--- src/hw/asl_pkg.sv ---
/*
  package of the atomic swap data-port block: reply codes, fault codes, widths, byte enables.
  assumes one 100 MHz clock and a memory side answering with a two-bit reply code.
*/
package asl_pkg;
  localparam int unsigned DATA_W = 32;
  localparam int unsigned ADDR_W = 30;
  localparam int unsigned REG_W = 5;
  localparam logic [1:0] REPLY_IDLE = 2'h0;
  localparam logic [1:0] REPLY_WAIT = 2'h1;
  localparam logic [1:0] REPLY_OK = 2'h2;
  localparam logic [1:0] REPLY_FAULT = 2'h3;
  localparam logic [1:0] FAULT_NONE = 2'h0;
  localparam logic [1:0] FAULT_BUS = 2'h1;
  localparam logic [1:0] FAULT_PARITY = 2'h2;
  localparam logic [DATA_W-1:0] DATA_ZERO = 32'h0000_0000;
  localparam logic [ADDR_W-1:0] ADDR_ZERO = 30'h0000_0000;
  localparam logic [REG_W-1:0] REG_ZERO = 5'h00;
  localparam logic [3:0] BE_ALL = 4'hf;
  localparam logic [3:0] BE_NONE = 4'h0;
endpackage

--- src/hw/asl_parity.sv ---
/*
  even parity checker for a read word with one parity bit per byte.
  assumes the memory side drives one parity bit per byte lane.
*/
`timescale 1ns/10ps
`default_nettype none
module asl_parity (
  input wire logic [asl_pkg::DATA_W-1:0] data,
  input wire logic [3:0] par,
  output logic bad
);
  function automatic logic byte_bad(input logic [7:0] b, input logic p);
    byte_bad = (^b) ^ p;
  endfunction

  wire logic [3:0] lane_bad;
  assign lane_bad[0] = byte_bad(data[7:0], par[0]);
  assign lane_bad[1] = byte_bad(data[15:8], par[1]);
  assign lane_bad[2] = byte_bad(data[23:16], par[2]);
  assign lane_bad[3] = byte_bad(data[31:24], par[3]);
  assign bad = |lane_bad;
endmodule
`default_nettype wire

--- src/hw/asl_swap.sv ---
/*
  data-port sequencer for the atomic register/memory exchange.
  assumes the memory side answers each access with a reply code and blocks
  other masters while the lock output is high; one clock, async reset.
*/
`timescale 1ns/10ps
`default_nettype none
module asl_swap (
  input wire logic clock,
  input wire logic sys_rst,
  input wire logic start,
  input wire logic [asl_pkg::ADDR_W-1:0] start_addr,
  input wire logic [asl_pkg::REG_W-1:0] start_reg,
  input wire logic [asl_pkg::DATA_W-1:0] reg_rd_data,
  output logic busy,
  output logic irq_block,
  output logic done,
  output logic [1:0] fault,
  output logic reg_wr_en,
  output logic [asl_pkg::REG_W-1:0] reg_wr_idx,
  output logic [asl_pkg::DATA_W-1:0] reg_wr_data,
  output logic mem_req,
  output logic mem_wr,
  output logic [3:0] mem_be,
  output logic [asl_pkg::ADDR_W-1:0] mem_addr,
  output logic [asl_pkg::DATA_W-1:0] mem_wdata,
  output logic mem_wdata_oe,
  output logic bus_lock_out,
  input wire logic [1:0] data_reply_code,
  input wire logic [asl_pkg::DATA_W-1:0] mem_rdata,
  input wire logic [3:0] mem_rpar
);
  typedef enum logic [1:0] {ST_IDLE, ST_READ, ST_WRITE} asl_state_e;

  // true while an access of the exchange is on the bus
  function automatic logic in_access(input asl_state_e s);
    in_access = (s == ST_READ) || (s == ST_WRITE);
  endfunction

  // reply that ends an access, success or fault
  function automatic logic reply_final(input logic [1:0] code);
    reply_final = (code == asl_pkg::REPLY_OK) || (code == asl_pkg::REPLY_FAULT);
  endfunction

  asl_state_e state_ff;
  asl_state_e nxt_state;
  logic [asl_pkg::ADDR_W-1:0] addr_ff;
  logic [asl_pkg::REG_W-1:0] idx_ff;
  logic [asl_pkg::DATA_W-1:0] temp_ff;
  logic [asl_pkg::DATA_W-1:0] nxt_temp;
  logic [asl_pkg::DATA_W-1:0] rdata_ff;
  logic [asl_pkg::DATA_W-1:0] nxt_rdata;
  logic [asl_pkg::DATA_W-1:0] wdata_ff;
  logic done_ff;
  logic wr_en_ff;
  logic oe_ff;
  logic [1:0] fault_ff;
  logic [1:0] nxt_fault;

  wire logic par_bad;
  asl_parity u_par (
    .data(mem_rdata),
    .par(mem_rpar),
    .bad(par_bad)
  );

  wire logic st_idle = (state_ff == ST_IDLE);
  wire logic st_read = (state_ff == ST_READ);
  wire logic st_write = (state_ff == ST_WRITE);
  wire logic active = in_access(state_ff);
  wire logic take = st_idle && start;
  wire logic reply_ok = (data_reply_code == asl_pkg::REPLY_OK);
  wire logic reply_fault = (data_reply_code == asl_pkg::REPLY_FAULT);
  wire logic rd_ok = st_read && reply_ok && !par_bad;
  wire logic rd_bad = st_read && (reply_fault || (reply_ok && par_bad));
  wire logic wr_end = st_write && reply_final(data_reply_code);
  wire logic wr_bad = wr_end && reply_fault;
  wire logic seq_end = rd_bad || wr_end;
  wire logic wr_good = wr_end && !wr_bad;
  wire logic [1:0] rd_fault_code = reply_fault ? asl_pkg::FAULT_BUS : asl_pkg::FAULT_PARITY;
  wire logic [1:0] wr_fault_code = wr_bad ? asl_pkg::FAULT_BUS : asl_pkg::FAULT_NONE;
  wire logic nxt_oe = (nxt_state == ST_WRITE);

  always_comb begin
    nxt_state = state_ff;
    nxt_temp = temp_ff;
    nxt_rdata = rdata_ff;
    nxt_fault = asl_pkg::FAULT_NONE;
    case (state_ff)
      ST_IDLE: begin
        if (take) begin
          nxt_state = ST_READ;
          nxt_temp = reg_rd_data;
        end
      end
      ST_READ: begin
        if (rd_ok) begin
          nxt_state = ST_WRITE;
          nxt_rdata = mem_rdata;
        end else if (rd_bad) begin
          nxt_state = ST_IDLE;
          nxt_fault = rd_fault_code;
        end
      end
      ST_WRITE: begin
        if (wr_end) begin
          nxt_state = ST_IDLE;
          nxt_fault = wr_fault_code;
        end
      end
      default: begin
        nxt_state = ST_IDLE;
      end
    endcase
  end

  always_ff @(posedge clock or posedge sys_rst) begin
    if (sys_rst) begin
      state_ff <= ST_IDLE;
    end else begin
      state_ff <= nxt_state;
    end
  end

  always_ff @(posedge clock or posedge sys_rst) begin
    if (sys_rst) begin
      addr_ff <= asl_pkg::ADDR_ZERO;
    end else begin
      if (take) begin
        addr_ff <= start_addr;
      end
    end
  end

  always_ff @(posedge clock or posedge sys_rst) begin
    if (sys_rst) begin
      idx_ff <= asl_pkg::REG_ZERO;
    end else begin
      if (take) begin
        idx_ff <= start_reg;
      end
    end
  end

  always_ff @(posedge clock or posedge sys_rst) begin
    if (sys_rst) begin
      temp_ff <= asl_pkg::DATA_ZERO;
    end else begin
      temp_ff <= nxt_temp;
    end
  end

  always_ff @(posedge clock or posedge sys_rst) begin
    if (sys_rst) begin
      rdata_ff <= asl_pkg::DATA_ZERO;
    end else begin
      rdata_ff <= nxt_rdata;
    end
  end

  always_ff @(posedge clock or posedge sys_rst) begin
    if (sys_rst) begin
      wdata_ff <= asl_pkg::DATA_ZERO;
    end else begin
      if (rd_ok) begin
        wdata_ff <= temp_ff;
      end
    end
  end

  always_ff @(posedge clock or posedge sys_rst) begin
    if (sys_rst) begin
      done_ff <= 1'b0;
    end else begin
      done_ff <= seq_end;
    end
  end

  always_ff @(posedge clock or posedge sys_rst) begin
    if (sys_rst) begin
      fault_ff <= asl_pkg::FAULT_NONE;
    end else begin
      fault_ff <= nxt_fault;
    end
  end

  always_ff @(posedge clock or posedge sys_rst) begin
    if (sys_rst) begin
      wr_en_ff <= 1'b0;
    end else begin
      wr_en_ff <= wr_good;
    end
  end

  // write data driven for the whole write half, waits included
  always_ff @(posedge clock or posedge sys_rst) begin
    if (sys_rst) begin
      oe_ff <= 1'b0;
    end else begin
      oe_ff <= nxt_oe;
    end
  end

  assign busy = active;
  assign irq_block = active;
  assign bus_lock_out = active;
  assign mem_req = active;
  assign mem_wr = st_write;
  assign mem_be = active ? asl_pkg::BE_ALL : asl_pkg::BE_NONE;
  assign mem_addr = addr_ff;
  assign mem_wdata = wdata_ff;
  assign mem_wdata_oe = oe_ff;
  assign done = done_ff;
  assign fault = fault_ff;
  assign reg_wr_en = wr_en_ff;
  assign reg_wr_idx = idx_ff;
  assign reg_wr_data = rdata_ff;
endmodule
`default_nettype wire

--- config.mk ---
export PLATFORM = sky130hd
export DESIGN_NAME = asl_swap
export DESIGN_NICKNAME = d
export VERILOG_FILES = /design/src/hw/asl_pkg.sv /design/src/hw/asl_parity.sv /design/src/hw/asl_swap.sv
export SDC_FILE = /design/constraint.sdc
export NUM_CORES = 1
export LEC_CHECK = 0
export BUFFER_PORTS_ARGS = -buffer_cell sky130_fd_sc_hd__buf_2
export CAP_MARGIN = 20
export CORE_MARGIN = 3
export CORE_UTILIZATION = 44
export DETAILED_ROUTE_END_ITERATION = 10
export PLACE_DENSITY = 0.8
export SLEW_MARGIN = 40
export SYNTH_ARGS = -nofsm -noshare
export SYNTH_HDL_FRONTEND = slang
export SYNTH_SLANG_ARGS = --single-unit
--- constraint.sdc ---
create_clock -name clock -period 4.1 [get_ports clock]
set_input_delay 0.41 -clock clock [delete_from_list [all_inputs] [get_ports clock]]
set_output_delay 0.41 -clock clock [all_outputs]
set_load 0.02 [all_outputs]
# Word-level counts from Yosys, hierarchy flattened
# Index checks and enable logic that the tools add are counted.
[classes]
eq_ne = 5
mux = 12
n_bitwise = 4
reduce_logical = 22
[op_table]
columns = ["operator", "count"]
rows = [
  ["parity 8 bit", 4],
  ["2-to-1 mux 2 bit", 7],
  ["== test 2 bit (second input constant)", 4],
  ["logical AND 1 bit", 8],
  ["one-hot mux 2 bit (3 select lines)", 1],
  ["logical OR 1 bit", 4],
  ["2-to-1 mux 4 bit", 1],
  ["one-hot mux 2 bit (2 select lines)", 1],
  ["AND reduction 2 bit", 2],
  ["OR reduction 4 bit", 1],
  ["XOR 1 bit", 4],
  ["== test 2 x 1 -> 1 bit (second input constant)", 1],
  ["zero test 1 bit", 2],
  ["zero test 2 bit", 1],
  ["2-to-1 mux 1 bit", 2],
]
[word_totals]
reg_bits = 138
input_bits = 108
out_inout_bits = 113
wordCells = 53

# Depth between registers and ports, before layout
# Gate-level depths: netlist of run 1.
[depth]
ltp_word = 10
depth_mapped = 8

# Hierarchy
# A second synthesis of run 1 with hierarchy kept.
[hier_totals]
cells_unflattened = 346
area_unflattened_um2 = 5944.5
[by_module_without_submodules]
columns = ["mod", "n_inst", "cells_per_inst", "area_each_um2", "seq_area_each_um2"]
rows = [
  ["asl_swap", 1, 317, 5637.9, 3453.3],
  ["asl_parity", 1, 29, 306.5, 0.0],
]

# Least setup slack after synthesis of run 1
# No wires, ideal clock.
[synth_timing]
path_kind = "input to register"
start = "in mem_rdata[20] in the netlist's numbering"
end = "reg wdata_ff (netlist bit mem_wdata[29])"
setup_time_ns = 0.127
arrival_time_ns = 2.031
required_ns = 3.973
setup_slack_ns = 1.941
stages = 8
path_cell_list = "xor2_1 > xnor3_1 > xnor2_1 > nand4_1 > nor2b_2 > buf_4 > buf_6 > mux2_1"
[synth_between]
elab_chain_cells = 5
[synth_lines]
columns = ["item", "line_no", "source"]
rows = [
  ["start: declaration", "asl_swap.sv:30", "input wire logic [asl_pkg::DATA_W-1:0] mem_rdata,"],
  ["parity 8 bit", "asl_parity.sv:13", "byte_bad = (^b) ^ p;"],
  ["XOR 1 bit", "asl_parity.sv:13", ""],
  ["OR reduction 4 bit", "asl_parity.sv:21", "assign bad = |lane_bad;"],
  ["zero test 1 bit", "asl_swap.sv:74", "wire logic rd_ok = st_read && reply_ok && !par_bad;"],
  ["logical AND 1 bit", "asl_swap.sv:74", ""],
  ["end signal: assignment", "asl_swap.sv:163", "wdata_ff <= asl_pkg::DATA_ZERO;"],
  ["end signal: assignment", "asl_swap.sv:166", "wdata_ff <= temp_ff;"],
  ["end: declaration", "asl_swap.sv:53", "logic [asl_pkg::DATA_W-1:0] wdata_ff;"],
]
# No other way between the ends.
# A chain may end at the register's enable or synchronous reset.

# Final worst setup path of run 1
[layout_timing]
start = "in mem_rdata[3] in the netlist's numbering"
end = "reg wdata_ff (netlist bit mem_wdata[19])"
# Same word-level chain as after synthesis.

==> results.py, run 1 <==
metrics = {
    "timing": {
        "setup_viol": 0,
        "final_hold_viol_count": 0,
        "max_freq_mhz": 420.2,
        "max_slew.worst_pin.slew_ns": 0.7121,
        "setup-tns-final_ns": 0,
        "rsz0062_at_grt": "no",
        "fin_crit_sh": 0.5805,
        "finalClockSkew_ns": 0.004894,
        "period_needed_ns": 2.380,
        "slew_violations": 0,
        "slew_headroom": 0.5253,
    },
    "worst_setup_path": {
        "r2r_start": "state_ff[0]",
        "cp-end-kind": "flip-flop",
        "critPathMaxStageDelay_ns": 0.47,
        "ff2ff_setup_slack_ns": 2.03,
        "reg2reg_to": "mem_addr[20]",
        "slowest_stage": "buf_4",
        "path_buf_inv": 2,
        "start_kind": "input pin",
        "criticalPathCategory": "input pin to flip-flop",
        "crit_cells": 8,
        "crit_fanout": 42,
        "cp.required_ns": 4.39,
        "endpoint": "mem_wdata[19]",
        "critPathArrivalTime_ns": 2.67,
        "path_cells": "buf_2 > xor2_1 > xnor3_1 > xnor2_1 > nand4_1 > nor2b_4 > buf_4 > mux2_2",
        "cp_top_family": "XOR/XNOR gates",
        "r2r_cells": 5,
        "critPathLaunch": "mem_rdata[3]",
    },
    "detailed_routing": {
        "firstDrtPassIters": 4,
        "drt-initial-drc-count": 145,
        "viasPerCell": 4.790,
        "maxUsedRoutingLayer": "met4",
        "drc": 0,
        "wl_per_cell_um": 16.24,
        "met2_length_um": 6041,
        "met1Wirelength_um": 4706,
        "route.met3.wl_um": 1200,
        "totalWireLength_um": 12170,
        "num_vias": 3588,
        "ant_nets": 0,
    },
    "cts": {
        "numClockSinks": 138,
        "htreeDepth": 4,
        "clk_latency_ns": 0.41,
        "cts_hold_buffers": 0,
        "clock_tree.buffer_depth": 2,
        "cts_setup_buffers": 0,
        "cts_tree": "done",
        "clock-root-buffer": "clkbuf_16",
        "cts_inserted_buffers": 17,
        "ctsResizeCount": 0,
        "clkTransAtPathRegs_ns": 0.06,
    },
    "finish": {
        "final_cells": 749,
        "final_common_cell": "buf_2",
        "drive_gt1_frac": 0.6041,
        "antennaDiodeCount": 0,
        "nNetsFinal": 680,
        "layout_common_cells": "buf_2, dfrtp_1, mux2_2, mux2_1, clkbuf_16",
        "fillers": 953,
        "syn2layout_area_growth_pct": 32.97,
    },
    "placed_design": {
        "port_buffers": 220,
        "gp_congestion": 0.7097,
        "place_inst": 717,
        "hpwl_um": 8721,
    },
    "floorplanning": {
        "fp.dieW_um": 118.4,
        "pin_count": 221,
        "dieArea_um2": 14010,
        "std_cell_rows": 40,
        "die_h_um": 118.4,
        "coreArea_um2": 12160,
        "initial_utilization": 0.4568,
    },
    "power_and_ir_drop": {
        "ir_drop_v": 0.0004490,
        "power_frac_comb": 0.347,
        "leakage_uw": 0.003856,
        "pwr-share-seq": 0.386,
        "power_density_nw_per_um2": 784.8,
        "pwr-share-clk": 0.267,
        "p_sw_uw": 1984,
        "intPower_uw": 3813,
        "switching_share": 0.3422,
    },
    "yosys": {
        "synth_warnings": 0,
        "synth-compound-area-share": 0.005180,
        "ys_seq_elements": 138,
        "synth-xor-area-share": 0.05405,
        "synth_top_family_by_area": "multiplexers",
        "yosys.area_share.simple": 0.01509,
        "synth_mux_area_frac": 0.2655,
        "syn_inst": 346,
        "postSynthAreaPerCell_um2": 16.06,
        "synthAdderAreaFrac": 0.009009,
        "synth_nets": 458,
        "ys_types": 27,
        "synth-seq-area-share": 0.6216,
        "syn_area_um2": 5555,
    },
    "global_route": {
        "antenna_found_initial": 0,
        "grt_pass1_wl_um": 19910,
        "grt_max_degree": 139,
        "grt_pass1_vias": 3987,
        "gr-usage-all-layers": 0.1809,
        "overflow": 0,
    },
    "worst_hold_path": {
        "holdCritPathClass": "input pin to asynchronous set/reset pin",
    },
    "flow_run": {
        "drv_cap": 0,
    },
    "run_status": {
        "run_status": "completed",
    },
}
## cell families (layout without fill, tap and decap cells)
logic type                 Yosys count  count (layout)
buffers and inverters               27             262
xor gates and xnor gates            28              28
DFF                                138             138
AOI/OAI and AO/OA                    4               4
adders and majority gates            4               4
muxes                              131             131
and+or+nand+nor                     14              14
## cell type report
class | instances | area (um2) | share of cell area
repair buffers | 225 | 1151 | 0.1558
inverters | 5 | 22.52 | 0.003049
clock inverters | 11 | 145.1 | 0.01965
multi-input cells | 181 | 1944 | 0.2632
clock buffers | 21 | 460.4 | 0.06233
well taps | 168 | 210.2 | 0.02846
flip-flops and latches | 138 | 3453 | 0.4675
## cell usage after synthesis
cell type | number | area [um2]
and2_1 | 1 | 6.260
and3_1 | 1 | 6.260
and3b_1 | 2 | 17.52
buf_1 | 5 | 18.77
buf_2 | 2 | 10.01
buf_4 | 8 | 60.06
buf_6 | 4 | 45.04
clkbuf_1 | 3 | 11.26
dfrtp_1 | 138 | 3453
ha_1 | 4 | 50.05
inv_1 | 5 | 18.77
mux2_1 | 38 | 427.9
mux2_2 | 93 | 1047
nand3_1 | 1 | 5.000
nand4_1 | 1 | 6.260
nor2_1 | 4 | 15.01
nor2b_1 | 1 | 6.260
nor2b_2 | 1 | 8.760
nor3_1 | 1 | 5.000
nor3b_1 | 1 | 7.510
o211a_1 | 1 | 10.01
o21a_1 | 1 | 7.510
o21ai_0 | 1 | 5.000
o22ai_1 | 1 | 6.260
xnor2_1 | 16 | 140.1
xnor3_1 | 4 | 90.09
xor2_1 | 8 | 70.07
## tightest hold or removal path, delay by kind of cell
family	cells	cell delay, ns
buffers and inverters	3	0.70
## power groups by stage
stage | Clock (uW) | Sequential, uW | Combinational [uW]
after CTS | 1590 | 2250 | 2050
final | 1540 | 2240 | 2010
after global placement | 0 | 2230 | 1980
after detailed placement | 0 | 2260 | 2040
after floorplan | 0 | 2750 | 849
after global routing | 1650 | 2320 | 2160
## per-layer routing
metal,up-vias,track usage
met5,-,0
met4,0,0.07253
met3,15,0.08038
met2,158,0.3033
met1,1773,0.2013
li1,1642,-
## stage by stage
step	hold WS, ns	setup slack, ns	util	area (um2)	total power, uW
after floorplan	0.4602	1.941	-	5559	3599
after global placement	0.4611	1.273	0.5576	6782	4210
after detailed placement	0.4691	1.219	0.5576	6782	4301
after CTS	0.2061	1.644	0.6074	7387	5885
after global routing	0.2114	1.500	0.6074	7387	6133
final	0.2156	1.720	0.6074	7387	5797
## registers in the layout, indices dropped and copies added (netlist names)
signal and count:
done 1, fault 2, mem_addr 30, mem_wdata 32, mem_wdata_oe 1, reg_wr_data 32, reg_wr_en 1, reg_wr_idx 5
state_ff 2, temp_ff 32
## worst min-delay path by stage
stage / from / slack [ns] / endpoint / cells past startpoint
after global placement: reg_wr_data[27] / 0.46 / reg_wr_data[27] / 1
after CTS: reg_rd_data[31] / 0.21 / temp_ff[31] / 2
final: sys_rst / 0.22 / temp_ff[15] / 3
after floorplan: temp_ff[21] / 0.46 / mem_wdata[21] / 1
after detailed placement: reg_wr_data[21] / 0.47 / reg_wr_data[21] / 1
after global routing: start_addr[6] / 0.21 / mem_addr[6] / 2
(Power assumes the default switching activity.)
==> run 2: changes to the inputs <==
CORE_UTILIZATION = 48   (was 44)
PLACE_DENSITY = 0.83   (was 0.8)
clock period = 2.2 ns   (was 4.1 ns; I/O delays follow)
==> run 2 against run 1 <==
Effect of this change:
- critical path depth stayed put
- highest routed layer unchanged
- worst hold slack worse by 0.18 ns
- sequential share of layout area is 0.75 points lower
- final cell count is 3.1% lower
- sequential cell count stayed put
- largest power group unchanged
- sequential power is 88% higher
- power is 93% higher
==> results.py, run 2 (synthesis results as in run 1) <==
metrics = {
    "global_route": {
        "gr-usage-all-layers": 0.1984,
        "grt_pass1_vias": 3983,
        "grt_max_degree": 73,
        "grt_pass1_wl_um": 19690,
        "antenna_found_initial": 0,
        "overflow": 0,
    },
    "flow_run": {
        "drv_cap": 0,
    },
    "cts": {
        "cts_tree": "done",
        "clkTransAtPathRegs_ns": 0.05,
        "cts_setup_buffers": 0,
        "clock-root-buffer": "clkbuf_16",
        "numClockSinks": 138,
        "htreeDepth": 4,
        "cts_inserted_buffers": 17,
        "clk_latency_ns": 0.41,
        "clock_tree.buffer_depth": 2,
    },
    "worst_setup_path": {
        "start_kind": "input pin",
        "critPathMaxStageDelay_ns": 0.39,
        "path_buf_inv": 2,
        "criticalPathCategory": "input pin to flip-flop",
        "crit_top_cell": "xnor2_1",
        "crit_fanout": 14,
        "cp_top_family": "XOR/XNOR gates",
        "critPathArrivalTime_ns": 2.38,
        "cp-end-kind": "flip-flop",
        "cp.required_ns": 2.49,
        "path_cells": "buf_2 > xnor2_1 > xnor3_1 > xnor2_1 > nand4_1 > nor2b_4 > buf_4 > mux2_1",
        "slowest_stage": "xnor3_1",
    },
    "floorplanning": {
        "die_h_um": 113.6,
        "pin_count": 221,
        "dieArea_um2": 12900,
        "coreArea_um2": 11080,
        "std_cell_rows": 38,
        "fp.dieW_um": 113.6,
        "initial_utilization": 0.5015,
    },
    "finish": {
        "antennaDiodeCount": 0,
        "final_common_cell": "buf_2",
        "layout_common_cells": "buf_2, dfrtp_1, mux2_2, mux2_1, clkbuf_16",
        "final_cells": 726,
        "syn2layout_area_growth_pct": 35.14,
        "stdcell_area_um2": 7507,
        "nNetsFinal": 685,
        "drive_gt1_frac": 0.6007,
    },
    "power_and_ir_drop": {
        "leakage_uw": 0.003930,
        "ir_drop_v": 0.001007,
        "power_density_nw_per_um2": 1493,
    },
    "detailed_routing": {
        "totalWireLength_um": 12240,
        "drt-initial-drc-count": 143,
        "drc": 0,
        "num_vias": 3639,
        "wl_per_cell_um": 16.86,
        "firstDrtPassIters": 4,
        "ant_nets": 0,
        "viasPerCell": 5.012,
    },
    "timing": {
        "final_hold_viol_count": 0,
        "fin_crit_sh": 0.9482,
        "max_freq_mhz": 479.4,
        "period_needed_ns": 2.086,
        "max_slew.worst_pin.slew_ns": 0.3904,
        "finalClockSkew_ns": 0.003096,
        "rsz0062_at_grt": "no",
        "fin_ws_ns": 0.1140,
        "slew_headroom": 0.7398,
        "slew_violations": 0,
        "setup_viol": 0,
    },
    "worst_hold_path": {
        "holdCritPathClass": "input pin to flip-flop",
    },
    "run_status": {
        "run_status": "completed",
    },
    "placed_design": {
        "hpwl_um": 9025,
        "pre_cts_slack_ns": -0.3260,
        "port_buffers": 220,
        "placed_cell_area_um2": 6827,
        "place_inst": 693,
        "gp_congestion": 0.7326,
    },
}
run 2: what timing repair did:
action,CTS,global route
hold buffers,1,0
resized for setup,0,0
endpoints found under the hold margin,138,0
run 2: final cells by class:
class / instances / area [um2]
fill: 783 / 3571
sequential: 138 / 3453
multi-input combinational: 181 / 1944
tap: 140 / 175.2
clock buffer: 25 / 485.5
timing repair buffer: 230 / 1241
clock inverter: 7 / 185.2
inverter: 5 / 22.52
run 2: worst register-to-register path, cell delays in order, from the launching register on:
cell     delay [ns]
dfrtp_1        0.41
inv_1          0.09
ha_1           0.16
and3b_1        0.19
nor2b_4        0.23
buf_4          0.26
mux2_1         0.35
run 2: routing by layer:
layer,up-vias,track usage,share of wire
met5,-,0,0
met4,0,0.07532,0.018
met3,22,0.07374,0.089
met2,165,0.3428,0.52
met1,1799,0.2240,0.37
li1,1653,-,-
run 2: path summary, 6_finish.rpt:
check	from	endpoint	slack, ns	cells past startpoint
max	mem_rdata[7]	mem_wdata[27]	0.11	8
min	start_addr[7]	mem_addr[7]	0.04	2
max reg2reg	state_ff[1]	mem_wdata[27]	0.38	6
min reg2reg	reg_wr_data[20]	reg_wr_data[20]	0.48	1
max in group asynchronous	sys_rst	reg_wr_data[14]	1.40	4
min in group asynchronous	sys_rst	temp_ff[10]	0.50	4
run 2: where the power goes:
part	switching [uW]	internal, uW
registers	565	3640
clock network	996	2220
logic	2130	1660
total	3690	7520
run 2: metrics by stage:
stage | utilization | total power, uW | setup TNS [ns] | hold WS, ns
2_1_floorplan | - | 6708 | 0 | 0.3400
3_3_place_gp | 0.6162 | 7878 | -17.73 | 0.3699
3_5_place_dp | 0.6162 | 8065 | -18.42 | 0.3780
4_1_cts | 0.6777 | 11350 | 0 | 0.01901
5_1_grt | 0.6777 | 11820 | 0 | 0.01847
6_report | 0.6777 | 11210 | 0 | 0.03637
